### config.mk
export PLATFORM = sky130hd
export DESIGN_NAME = triple_regulator_config_regs
export DESIGN_NICKNAME = d
export VERILOG_FILES = /design/src/regulator_cfg_pkg.sv /design/src/regfile_if.sv /design/src/reg_store.sv /design/src/triple_regulator_config_regs.sv
export SDC_FILE = /design/constraint.sdc
export NUM_CORES = 1
export LEC_CHECK = 0
export BUFFER_PORTS_ARGS = -buffer_cell sky130_fd_sc_hd__clkbuf_2
export CAP_MARGIN = 20
export CORE_MARGIN = 5
export CORE_UTILIZATION = 31
export DETAILED_ROUTE_END_ITERATION = 10
export SLEW_MARGIN = 15
export SYNTH_ARGS = -nofsm -noshare
export SYNTH_HDL_FRONTEND = slang
export SYNTH_HIERARCHICAL = 1
export SYNTH_SLANG_ARGS = --single-unit
export TNS_END_PERCENT = 20
### constraint.sdc
create_clock -name sys_clk -period 4.6 [get_ports sys_clk]
set_input_delay 0 -clock sys_clk [delete_from_list [all_inputs] [get_ports sys_clk]]
set_output_delay 0 -clock sys_clk [all_outputs]
set_load 0.05 [all_outputs]
### src/regulator_cfg_pkg.sv
// Purpose: shared constants for the regulator configuration register bank
// Assumes: byte-wide registers reached through an 8-bit sub-address
// Notes: reset values are masked to the used bits by reg_reset
package regulator_cfg_pkg;

  localparam int NUM_REGS = 11;
  localparam int NUM_CH = 3;
  localparam int REG_W = 8;

  // ----------------------------------------------------------------
  // sub-addresses
  // ----------------------------------------------------------------
  localparam logic [7:0] OFS_VOUT_BASE = 8'h00;
  localparam logic [7:0] OFS_RAMP_BASE = 8'h03;
  localparam logic [7:0] OFS_CEIL_BASE = 8'h06;
  localparam logic [7:0] OFS_RATE = 8'h09;
  localparam logic [7:0] OFS_POWER = 8'h0A;

  // ----------------------------------------------------------------
  // factory defaults and used-bit masks
  // ----------------------------------------------------------------
  localparam logic [7:0] RST_VOUT = 8'h00;
  localparam logic [7:0] RST_RAMP = 8'h15;
  localparam logic [7:0] RST_CEIL = 8'h05;
  localparam logic [7:0] RST_RATE = 8'h40;
  localparam logic [7:0] RST_POWER = 8'h7F;
  localparam logic [7:0] MASK_VOUT = 8'hFF;
  localparam logic [7:0] MASK_RAMP = 8'h77;
  localparam logic [7:0] MASK_CEIL = 8'h07;
  localparam logic [7:0] MASK_RATE = 8'h7F;
  localparam logic [7:0] MASK_POWER = 8'h4F;

  // ----------------------------------------------------------------
  // field positions
  // ----------------------------------------------------------------
  localparam int EXT_BIT = 7;
  localparam int DELAY_LSB = 4;
  localparam int PHASE_LSB = 5;
  localparam int PSKIP_BIT = 3;
  localparam int UV_BIT = 6;

  // ----------------------------------------------------------------
  // voltage code scale and serial address
  // ----------------------------------------------------------------
  localparam logic [12:0] VOUT_BASE_MV = 13'h0320;
  localparam logic [12:0] VOUT_STEP_MV = 13'h0032;
  localparam logic [6:0] VOUT_MAX_CODE = 7'h68;
  localparam logic [5:0] SLAVE_ADDR_HI = 6'h3A;

  function automatic logic [7:0] reg_mask(input logic [7:0] idx);
    if (idx < OFS_RAMP_BASE) return MASK_VOUT;
    else if (idx < OFS_CEIL_BASE) return MASK_RAMP;
    else if (idx < OFS_RATE) return MASK_CEIL;
    else if (idx == OFS_RATE) return MASK_RATE;
    else if (idx == OFS_POWER) return MASK_POWER;
    else return 8'h00;
  endfunction : reg_mask

  function automatic logic [7:0] reg_reset(input logic [7:0] idx);
    logic [7:0] raw;
    if (idx < OFS_RAMP_BASE) raw = RST_VOUT;
    else if (idx < OFS_CEIL_BASE) raw = RST_RAMP;
    else if (idx < OFS_RATE) raw = RST_CEIL;
    else if (idx == OFS_RATE) raw = RST_RATE;
    else raw = RST_POWER;
    return raw & reg_mask(idx);
  endfunction : reg_reset

endpackage : regulator_cfg_pkg

### src/regfile_if.sv
// Purpose: carries write, read and contents between serial port and store
// Assumes: one writer, one reader
// Notes: contents is the whole bank, flop outputs
`timescale 1ns/100ps
`default_nettype none
interface regfile_if #(parameter int NUM_REGS = 11, parameter int WIDTH = 8);
  logic wr_en;
  logic [7:0] addr;
  logic [WIDTH-1:0] wdata;
  logic [WIDTH-1:0] rdata;
  logic [NUM_REGS-1:0][WIDTH-1:0] contents;
  modport store (input wr_en, addr, wdata, output rdata, contents);
  modport user (output wr_en, addr, wdata, input rdata, contents);
endinterface : regfile_if
`default_nettype wire

### src/reg_store.sv
// Purpose: byte register bank with registered read data
// Assumes: synchronous active-high reset loads factory defaults
// Notes: unused bits are masked on write so they read as zero
`timescale 1ns/100ps
`default_nettype none
module reg_store #(
  parameter int NUM_REGS = regulator_cfg_pkg::NUM_REGS
) (
  input wire logic sys_clk,
  input wire logic rst,
  regfile_if.store rf
);

  logic [NUM_REGS-1:0][7:0] regs;
  logic [NUM_REGS-1:0][7:0] next_regs;
  logic [7:0] rdata;
  logic [7:0] next_rdata;

  if (NUM_REGS != regulator_cfg_pkg::NUM_REGS) begin : g_chk
    $error("reg_store: register count must match the map");
  end

  always_comb begin
    next_regs = regs;
    next_rdata = 8'h00;
    if (rf.wr_en && rf.addr < 8'(NUM_REGS)) begin
      next_regs[rf.addr] = rf.wdata & regulator_cfg_pkg::reg_mask(rf.addr);
    end
    if (rf.addr < 8'(NUM_REGS)) begin
      next_rdata = regs[rf.addr];
    end
  end

  always_ff @(posedge sys_clk) begin
    if (rst) begin
      for (int i = 0; i < NUM_REGS; i++) begin
        regs[i] <= regulator_cfg_pkg::reg_reset(8'(i));
      end
      rdata <= 8'h00;
    end else begin
      regs <= next_regs;
      rdata <= next_rdata;
    end
  end

  assign rf.rdata = rdata;
  assign rf.contents = regs;

endmodule : reg_store
`default_nettype wire

### src/triple_regulator_config_regs.sv
// Purpose: configuration registers of a three-channel step-down regulator
// Assumes: two-wire serial port sampled on sys_clk (20 MHz), far faster than scl
// Notes: sda is open drain; the pad resolves sda_oe_n low as a driven zero
`timescale 1ns/100ps
`default_nettype none
module triple_regulator_config_regs #(
  parameter int NUM_CH = regulator_cfg_pkg::NUM_CH
) (
  input wire logic sys_clk,
  input wire logic rst,
  input wire logic scl_in,
  input wire logic sda_in,
  output logic sda_out,
  output logic sda_oe_n,
  input wire logic addr_sel,
  input wire logic enable_pin,
  output logic [NUM_CH-1:0][6:0] vout_code,
  output logic [NUM_CH-1:0] ext_feedback_sel,
  output logic [NUM_CH-1:0][12:0] target_mv,
  output logic [NUM_CH-1:0][2:0] startup_delay_code,
  output logic [NUM_CH-1:0][2:0] ramp_time_code,
  output logic [NUM_CH-1:0][2:0] current_ceiling_code,
  output logic [NUM_CH-1:0] channel_enable,
  output logic [1:0] phase_shift_sel,
  output logic [4:0] switch_rate_code,
  output logic pulse_skip_enable,
  output logic input_undervoltage_sel
);

  typedef enum logic [2:0] {
    ST_IDLE = 3'b000,
    ST_RX = 3'b001,
    ST_ACK = 3'b010,
    ST_TX = 3'b011,
    ST_MACK = 3'b100
  } link_state_t;

  typedef enum logic [1:0] {
    PH_ADDR = 2'b00,
    PH_SUB = 2'b01,
    PH_WR = 2'b10
  } byte_phase_t;

  if (NUM_CH != regulator_cfg_pkg::NUM_CH) begin : g_chk
    $error("triple_regulator_config_regs: the map holds exactly three channels");
  end

  regfile_if #(.NUM_REGS(regulator_cfg_pkg::NUM_REGS), .WIDTH(8)) rf ();

  reg_store #(.NUM_REGS(regulator_cfg_pkg::NUM_REGS)) u_store (
    .sys_clk(sys_clk),
    .rst(rst),
    .rf(rf)
  );

  // ----------------------------------------------------------------
  // line edge detection
  // ----------------------------------------------------------------
  logic scl_q, sda_q, en_q;
  logic scl_rise, scl_fall, start_seen, stop_seen;

  always_ff @(posedge sys_clk) begin
    if (rst) begin
      scl_q <= 1'b1;
      sda_q <= 1'b1;
      en_q <= 1'b0;
    end else begin
      scl_q <= scl_in;
      sda_q <= sda_in;
      en_q <= enable_pin;
    end
  end

  assign scl_rise = scl_in & ~scl_q;
  assign scl_fall = ~scl_in & scl_q;
  assign start_seen = scl_in & scl_q & sda_q & ~sda_in;
  assign stop_seen = scl_in & scl_q & ~sda_q & sda_in;

  // ----------------------------------------------------------------
  // serial slave
  // ----------------------------------------------------------------
  link_state_t state, next_state;
  byte_phase_t phase, next_phase;
  logic [3:0] bit_cnt, next_bit_cnt;
  logic [7:0] shift, next_shift;
  logic [7:0] sub_addr, next_sub_addr;
  logic rw, next_rw;
  logic host_ack, next_host_ack;
  logic drive_low, next_drive_low;
  logic wr_en;

  always_comb begin
    next_state = state;
    next_phase = phase;
    next_bit_cnt = bit_cnt;
    next_shift = shift;
    next_sub_addr = sub_addr;
    next_rw = rw;
    next_host_ack = host_ack;
    next_drive_low = drive_low;
    wr_en = 1'b0;
    if (start_seen) begin
      next_state = ST_RX;
      next_phase = PH_ADDR;
      next_bit_cnt = 4'h0;
      next_drive_low = 1'b0;
    end else if (stop_seen) begin
      next_state = ST_IDLE;
      next_drive_low = 1'b0;
    end else begin
      unique case (state)
        ST_IDLE: begin
          next_drive_low = 1'b0;
        end
        ST_RX: begin
          if (scl_rise) begin
            next_shift = {shift[6:0], sda_in};
            next_bit_cnt = bit_cnt + 4'h1;
          end else if (scl_fall && bit_cnt == 4'h8) begin
            next_bit_cnt = 4'h0;
            next_state = ST_ACK;
            next_drive_low = 1'b1;
            unique case (phase)
              PH_ADDR: begin
                if (shift[7:1] == {regulator_cfg_pkg::SLAVE_ADDR_HI, addr_sel}) begin
                  next_rw = shift[0];
                end else begin
                  next_state = ST_IDLE;
                  next_drive_low = 1'b0;
                end
              end
              PH_SUB: next_sub_addr = shift;
              PH_WR: wr_en = 1'b1;
              default: next_state = ST_IDLE;
            endcase
          end
        end
        ST_ACK: begin
          if (scl_fall) begin
            next_drive_low = 1'b0;
            next_bit_cnt = 4'h0;
            if (phase == PH_ADDR && rw) begin
              next_state = ST_TX;
              next_shift = rf.rdata;
              next_drive_low = ~rf.rdata[7];
            end else begin
              next_state = ST_RX;
              next_phase = (phase == PH_ADDR) ? PH_SUB : PH_WR;
              if (phase == PH_WR) begin
                next_sub_addr = sub_addr + 8'h01;
              end
            end
          end
        end
        ST_TX: begin
          if (scl_rise) begin
            next_bit_cnt = bit_cnt + 4'h1;
          end else if (scl_fall) begin
            if (bit_cnt == 4'h8) begin
              next_state = ST_MACK;
              next_drive_low = 1'b0;
              next_sub_addr = sub_addr + 8'h01;
            end else begin
              next_shift = {shift[6:0], 1'b0};
              next_drive_low = ~shift[6];
            end
          end
        end
        ST_MACK: begin
          if (scl_rise) begin
            next_host_ack = ~sda_in;
          end else if (scl_fall) begin
            next_bit_cnt = 4'h0;
            if (host_ack) begin
              next_state = ST_TX;
              next_shift = rf.rdata;
              next_drive_low = ~rf.rdata[7];
            end else begin
              next_state = ST_IDLE;
            end
          end
        end
        default: begin
          next_state = ST_IDLE;
          next_drive_low = 1'b0;
        end
      endcase
    end
  end

  always_ff @(posedge sys_clk) begin
    if (rst) begin
      state <= ST_IDLE;
      phase <= PH_ADDR;
      bit_cnt <= 4'h0;
      shift <= 8'h00;
      sub_addr <= 8'h00;
      rw <= 1'b0;
      host_ack <= 1'b0;
      drive_low <= 1'b0;
    end else begin
      state <= next_state;
      phase <= next_phase;
      bit_cnt <= next_bit_cnt;
      shift <= next_shift;
      sub_addr <= next_sub_addr;
      rw <= next_rw;
      host_ack <= next_host_ack;
      drive_low <= next_drive_low;
    end
  end

  assign rf.wr_en = wr_en;
  assign rf.addr = sub_addr;
  assign rf.wdata = shift;
  assign sda_out = 1'b0;
  assign sda_oe_n = ~drive_low;

  // ----------------------------------------------------------------
  // field decode and channel enables
  // ----------------------------------------------------------------
  logic [7:0] rate_reg, power_reg;
  logic [NUM_CH-1:0][12:0] next_target_mv;
  logic [NUM_CH-1:0] next_channel_enable;

  assign rate_reg = rf.contents[regulator_cfg_pkg::OFS_RATE];
  assign power_reg = rf.contents[regulator_cfg_pkg::OFS_POWER];

  for (genvar c = 0; c < NUM_CH; c++) begin : g_ch
    logic [7:0] vreg, rreg, lreg;
    logic [6:0] code_lim;
    assign vreg = rf.contents[regulator_cfg_pkg::OFS_VOUT_BASE + c];
    assign rreg = rf.contents[regulator_cfg_pkg::OFS_RAMP_BASE + c];
    assign lreg = rf.contents[regulator_cfg_pkg::OFS_CEIL_BASE + c];
    assign vout_code[c] = vreg[6:0];
    assign ext_feedback_sel[c] = vreg[regulator_cfg_pkg::EXT_BIT];
    assign startup_delay_code[c] = rreg[regulator_cfg_pkg::DELAY_LSB +: 3];
    assign ramp_time_code[c] = rreg[2:0];
    assign current_ceiling_code[c] = lreg[2:0];
    // codes past the top step hold the highest setting
    assign code_lim = (vreg[6:0] > regulator_cfg_pkg::VOUT_MAX_CODE) ?
                      regulator_cfg_pkg::VOUT_MAX_CODE : vreg[6:0];
    always_comb begin
      if (vreg[regulator_cfg_pkg::EXT_BIT]) begin
        next_target_mv[c] = regulator_cfg_pkg::VOUT_BASE_MV;
      end else begin
        next_target_mv[c] = 13'(regulator_cfg_pkg::VOUT_BASE_MV +
                            regulator_cfg_pkg::VOUT_STEP_MV * 13'(code_lim));
      end
      if (!enable_pin) begin
        next_channel_enable[c] = 1'b0;
      end else if (!en_q) begin
        next_channel_enable[c] = power_reg[c];
      end else begin
        next_channel_enable[c] = channel_enable[c];
      end
    end
  end

  always_ff @(posedge sys_clk) begin
    if (rst) begin
      target_mv <= '0;
      channel_enable <= '0;
    end else begin
      target_mv <= next_target_mv;
      channel_enable <= next_channel_enable;
    end
  end

  assign phase_shift_sel = rate_reg[regulator_cfg_pkg::PHASE_LSB +: 2];
  assign switch_rate_code = rate_reg[4:0];
  assign pulse_skip_enable = power_reg[regulator_cfg_pkg::PSKIP_BIT];
  assign input_undervoltage_sel = power_reg[regulator_cfg_pkg::UV_BIT];
endmodule : triple_regulator_config_regs
`default_nettype wire
; Word level (Yosys, flattened, before mapping)
; Cells that the tools add are included.
[classes]
reduce_logical = 26
add_sub_neg = 5
multipliers = 3
n_eq_ne = 36
mux = 89
n_lt_le_gt_ge = 9
n_bitwise = 27
[ops]
columns = cell, n
row1 = $mux 8, 34
row2 = $mux 88, 2
row3 = $bwmux 88, 1
row4 = $and 8x8->8, 6
row5 = $add 10x13->13 const A, 3
row6 = $mul 5x7->12 const A, 3
row7 = $bmux 8 s4, 1
row8 = $demux 8 s4, 1
row9 = $ne 4x4->1 const B, 8
row10 = $pmux 8 s4, 1
row11 = $mux 10, 3
row12 = $ne 2x2->1 const B, 15
row13 = $mux 7, 4
row14 = $mux 3, 8
row15 = $pmux 8 s3, 1
row16 = $reduce_and 12->1, 2
row17 = $gt 7x7->1 const B, 3
row18 = $mux 1, 20
row19 = $mux 4, 5
row20 = $reduce_and 9->1, 2
row21 = $eq 8x4->1 const B, 2
row22 = $lt 8x4->1 const B, 2
row23 = $pmux 4 s4, 1
row24 = $pmux 3 s5, 1
row25 = 32 further kinds, 66
[word_totals]
elab_cells = 226
ff_bits = 169

; Depth between registers and ports, before layout
[depth]
ltp_word = 14
depth_mapped = 17
mapped_depth_nobuf = 17

; Hierarchy
; The synthesis kept the hierarchy.
[by_module_without_submodules]
columns = module, cells_per_inst, n_inst, area_per_inst_um2, seq_area_each_um2
row1 = triple_regulator_config_regs, 638, 1, 5556.6, 1401.3
row2 = reg_store, 384, 1, 4947.2, 2802.7

; Worst setup path before layout
; No wires, ideal clock.
[synth_path]
kind = flip-flop to flip-flop
from = register u_store.regs (netlist bit u_store/rf.contents[8])
to = register target_mv[25] (netlist bit)
n_path_buf = 0
setup_slack_ns = 0.179
arrival_time_ns = 4.350
t_required_ns = 4.528
setup_ns = 0.072
stages_incl_launch_ff = 17
cell_sequence = edfxtp_1 nor3_1 a31oi_1 o21ai_0 nand2_1 ha_1 ha_1 inv_1 fa_1 inv_1 ha_1 and3_1 o21ai_0 or4b_1 o311a_1 nor3b_1 mux2i_1
[synth_between]
elab_chain_len = 4
[synth_rtl]
columns = item, line_no
row1 = start: declaration, reg_store.sv:14  ; logic [NUM_REGS-1:0][7:0] regs;
row2 = start signal: indexed assignment, reg_store.sv:37  ; regs[i] <= regulator_cfg_pkg::reg_reset(8'(i));
row3 = start signal: assignment, reg_store.sv:41  ; regs <= next_regs;
row4 = $gt 7x7->1, triple_regulator_config_regs.sv:241  ; assign code_lim = (vreg[6:0] > regulator_cfg_pkg::VOUT_MAX_CODE) ?
row5 = $mux 7 (*), triple_regulator_config_regs.sv:241
row6 = $mul 5x7->12 (*), triple_regulator_config_regs.sv:248  ; regulator_cfg_pkg::VOUT_STEP_MV * 13'(code_lim));
row7 = $add 10x13->13 (*), triple_regulator_config_regs.sv:247  ; next_target_mv[c] = 13'(regulator_cfg_pkg::VOUT_BASE_MV +
row8 = end signal: assignment, triple_regulator_config_regs.sv:265  ; target_mv <= next_target_mv;
row9 = end: declaration, triple_regulator_config_regs.sv:19  ; output logic [NUM_CH-1:0][12:0] target_mv,
; Mark *: on every way between the ends. The rest lies on a longest branch, timed or not.
; A chain may end at the register's enable or synchronous reset.

; Worst setup path after layout
[layout_path]
from = register u_store.regs (netlist bit u_store/rf.contents[21])
to = register target_mv[37] (netlist bit)
; Same word-level chain as after synthesis.

==> results_dict.tcl <==
set metrics [dict create \
    status "finished clean" \
    tns_ns 0 \
    critPathRequiredTime_ns 4.90 \
    synth_cell_type_count 86 \
    rows 67 \
    fin_crit_sh_pct 92.7 \
    n_fill_cell 3400 \
    pre_cts_slack_ns 0.339 \
    cp-end-kind "register" \
    worst_pin_slew_ns 0.807 \
    final_nets 1215 \
    powerDensity_nw_per_um2 371 \
    overflow 0 \
    cts_tree "yes" \
    die_w_um 194 \
    maxCapViolCount 0 \
    via_per_inst 5.14 \
    p_seq_share_pct 39.1 \
    multi_input_area_um2 5740 \
    hp-start "rst" \
    hold_path.class "in -> reg" \
    clockBufferDepth 2 \
    finalCriticalPeriod_ns 4.27 \
    r2r.worst_path.cells 15 \
    cts_made_buffers 17 \
    min_to "target_mv[34]" \
    cts.sinks 166 \
    drive_gt1_share_pct 16.9 \
    hold_depth 2 \
    portBuffers 105 \
    ant_nets 0 \
    antenna_found_initial 0 \
    synth_edf_count 88 \
    arrival_ns 4.57 \
    ir_drop_mv 0.248 \
    switchingPower_mw 1.59 \
    synth_seq_cells 166 \
    avgSynthCellArea_um2 10.3 \
    drtIter0Drc 570 \
    die_area_um2 37700 \
    finalWirelength_mm 27.7 \
    fin_util_pct 35.9 \
    skew_ns 0.0174 \
    worstReg2RegStart "u_store/rf.contents[21]" \
    gp_congestion 0.819 \
    area_delta_synth_final_pct 14.6 \
    slew_viol_final 0 \
    cts_resized 0 \
    finalHoldViolCount 0 \
    core_um2 33500 \
    postSynth.asyncResetShare_pct 0 \
    swShare_pct 35.6 \
    clk_latency_ns 0.45 \
    first_pass_iters 5 \
    ys_seq_area_share_pct 40.0 \
    drc_errors 0 \
    grt_setup_unrepaired "no" \
    register_area_um2 4200 \
    max-slew-margin-rel_pct 46.1 \
    hpwl_mm 19.9 \
    vias 8119 \
    p_leak_nw 4.87 \
    h-tree-depth 4 \
    regToRegSetupSlack_ns 0.33 \
    timing.rr.end "target_mv[37]" \
    cts_root_buf "clkbuf_16" \
    grt_pass1_wl_mm 44.0 \
    finalSetupViolCount 0 \
    comb_power_share_pct 27.7 \
    grt_max_degree 89 \
    ys.warnings.count 6 \
    p_int_mw 2.88 \
    critical_path_class "reg -> reg" \
    num_antenna_cells 0 \
    grtUsageTotal_pct 14.4 \
    start_kind "register" \
    fin_ws_ns 0.334 \
    syn_area_um2 10500 \
    cp_max_fo 9 \
    wl_per_cell_um 17.5 \
    grt_pass1_vias 7658 \
    path_clk_slew_ns 0.07 \
    design.portCount 110 \
    syn_inst 1022 \
    die_h_um 194 \
    p_clk_share_pct 33.2 \
    synthFlopType "edfxtp_1" \
    start_util_pct 31.3 \
    fmax_ghz 0.234 \
]
==> critical path, cell delays in order, from the launching register on <==
cell,delay (ns)
edfxtp_1,0.52
ha_1,0.30
o21ai_1,0.28
nand2b_1,0.20
ha_1,0.31
ha_1,0.28
inv_1,0.05
fa_1,0.53
inv_1,0.04
ha_1,0.40
o21ai_1,0.12
or4b_1,0.49
o2111ai_1,0.18
a21boi_2,0.23
xnor2_1,0.14
nor3_2,0.05
==> layout by cell type (no fill, tap or decap), types with 11 or more instances in the layout <==
master | netlist | final
xnor2_1 | 20 | 20
o21ai_0 | 50 | 50
ha_1 | 85 | 85
and3b_1 | 13 | 13
edfxtp_1 | 88 | 88
mux2i_1 | 49 | 49
clkbuf_16 | 0 | 17
nand3_1 | 21 | 21
nor2_1 | 75 | 75
a211oi_1 | 13 | 13
nand2b_1 | 15 | 15
nor2b_1 | 23 | 23
and2_1 | 36 | 36
mux4_1 | 11 | 11
nand3b_1 | 24 | 24
a21oi_1 | 64 | 64
inv_1 | 61 | 61
buf_4 | 5 | 16
nor3_1 | 19 | 19
xor2_1 | 15 | 15
nand2_1 | 43 | 43
dfxtp_1 | 78 | 78
clkbuf_2 | 0 | 104
==> how the worst max path moves through the flow <==
stage                            start            end  depth (start not counted)
3_3_place_gp    u_store/rf.contents[6]  target_mv[11]                         15
4_1_cts         u_store/rf.contents[6]  target_mv[11]                         15
3_5_place_dp    u_store/rf.contents[6]  target_mv[11]                         15
2_1_floorplan   u_store/rf.contents[8]  target_mv[25]                         16
5_1_grt        u_store/rf.contents[13]  target_mv[25]                         16
6_report       u_store/rf.contents[21]  target_mv[37]                         15
==> sequential cells by signal (all words and copies together), names as in the netlist <==
name and cells:
u_store/rf.contents 88, target_mv 36, rf.addr 8, rf.wdata 8, u_store/rf.rdata 8, bit_cnt 4
channel_enable 3, state 3, phase 2, drive_low 1, en_q 1, host_ack 1
rw 1, scl_q 1, sda_q 1
==> per-stage QoR <==
| step | instance area (µm²) | hold WS [ns] | instances | total power, mW |
|---|---|---|---|---|
| detailed placement | 11400 | 0.274 | 1542 | 3.01 |
| global route | 12000 | 0.146 | 1579 | 4.71 |
| CTS | 12000 | 0.122 | 1577 | 4.51 |
| finish | 12000 | 0.113 | 1579 | 4.47 |
| global placement | 11400 | 0.268 | 1542 | 3.00 |
| floorplan | 10500 | 0.0956 | 1025 | 2.74 |
==> area by class of cell <==
type                    instances  area share [%]
repair buffers                124            5.80
flip-flops and latches        166            34.9
clock inverters                15            1.52
well taps                     448            4.66
multi-input cells             748            47.7
clock buffers                  17            3.53
inverters                      61            1.90
==> synthesized netlist by cell type (all sizes together) (5+ instances only) <==
cell type	count	area share, %
edfxtp	88	25
ha	85	10
dfxtp	78	15
nor2	76	2.7
a21oi	66	3.3
inv	61	2.2
o21ai	54	2.6
mux2i	49	4.7
nand2	43	1.5
and2	36	2.1
clkbuf	29	1.7
nand3b	24	1.7
nor2b	24	1.5
nand3	22	1.1
nor3	21	1.2
buf	20	1.3
xnor2	20	1.7
a211oi	16	1.3
nand2b	16	1.0
mux4	15	3.6
xor2	15	1.3
and3b	13	1.1
and3	11	0.67
o22ai	11	0.71
nor3b	9	0.64
o31ai	9	0.64
a31oi	8	0.48
o2bb2ai	8	0.67
or2	8	0.48
a21o	7	0.51
o211ai	7	0.50
a211o	6	0.50
fa	6	1.1
o32ai	6	0.50
a221oi	5	0.42
o21a	5	0.36
or2b	5	0.40
==> cells by family after synthesis <==
group	share of synthesized area, %
and+or+nand+nor	17.6
AOI/OAI and AO/OA	14.3
DFF	40.0
buffers and inverters	5.52
adders and majority gates	11.3
muxes	8.28
xor gates and xnor gates	2.92
other	0.0357
==> layer usage <==
metal | vias to the layer above | wire length [µm] | GRT usage, %
met5 | - | 0 | 0
met4 | 0 | 529 | 4.14
met3 | 30 | 1370 | 2.95
met2 | 225 | 12800 | 22.6
met1 | 3929 | 13000 | 20.2
li1 | 3935 | - | -
==> power by group through the flow <==
| stage | registers [mW] | logic [mW] | clock network (mW) |
|---|---|---|---|
| finish | 1.75 | 1.24 | 1.48 |
| global route | 1.76 | 1.36 | 1.59 |
| CTS | 1.75 | 1.24 | 1.52 |
| detailed placement | 1.78 | 1.23 | 0 |
| global placement | 1.78 | 1.22 | 0 |
| floorplan | 2.05 | 0.684 | 0 |
==> timing repair <==
| item | in CTS | in global routing |
|---|---|---|
| hold endpoints to repair | 8 | 0 |
| setup buffers | 0 | 0 |
| hold buffers | 3 | 0 |
Power figures use the tool's default switching activity.
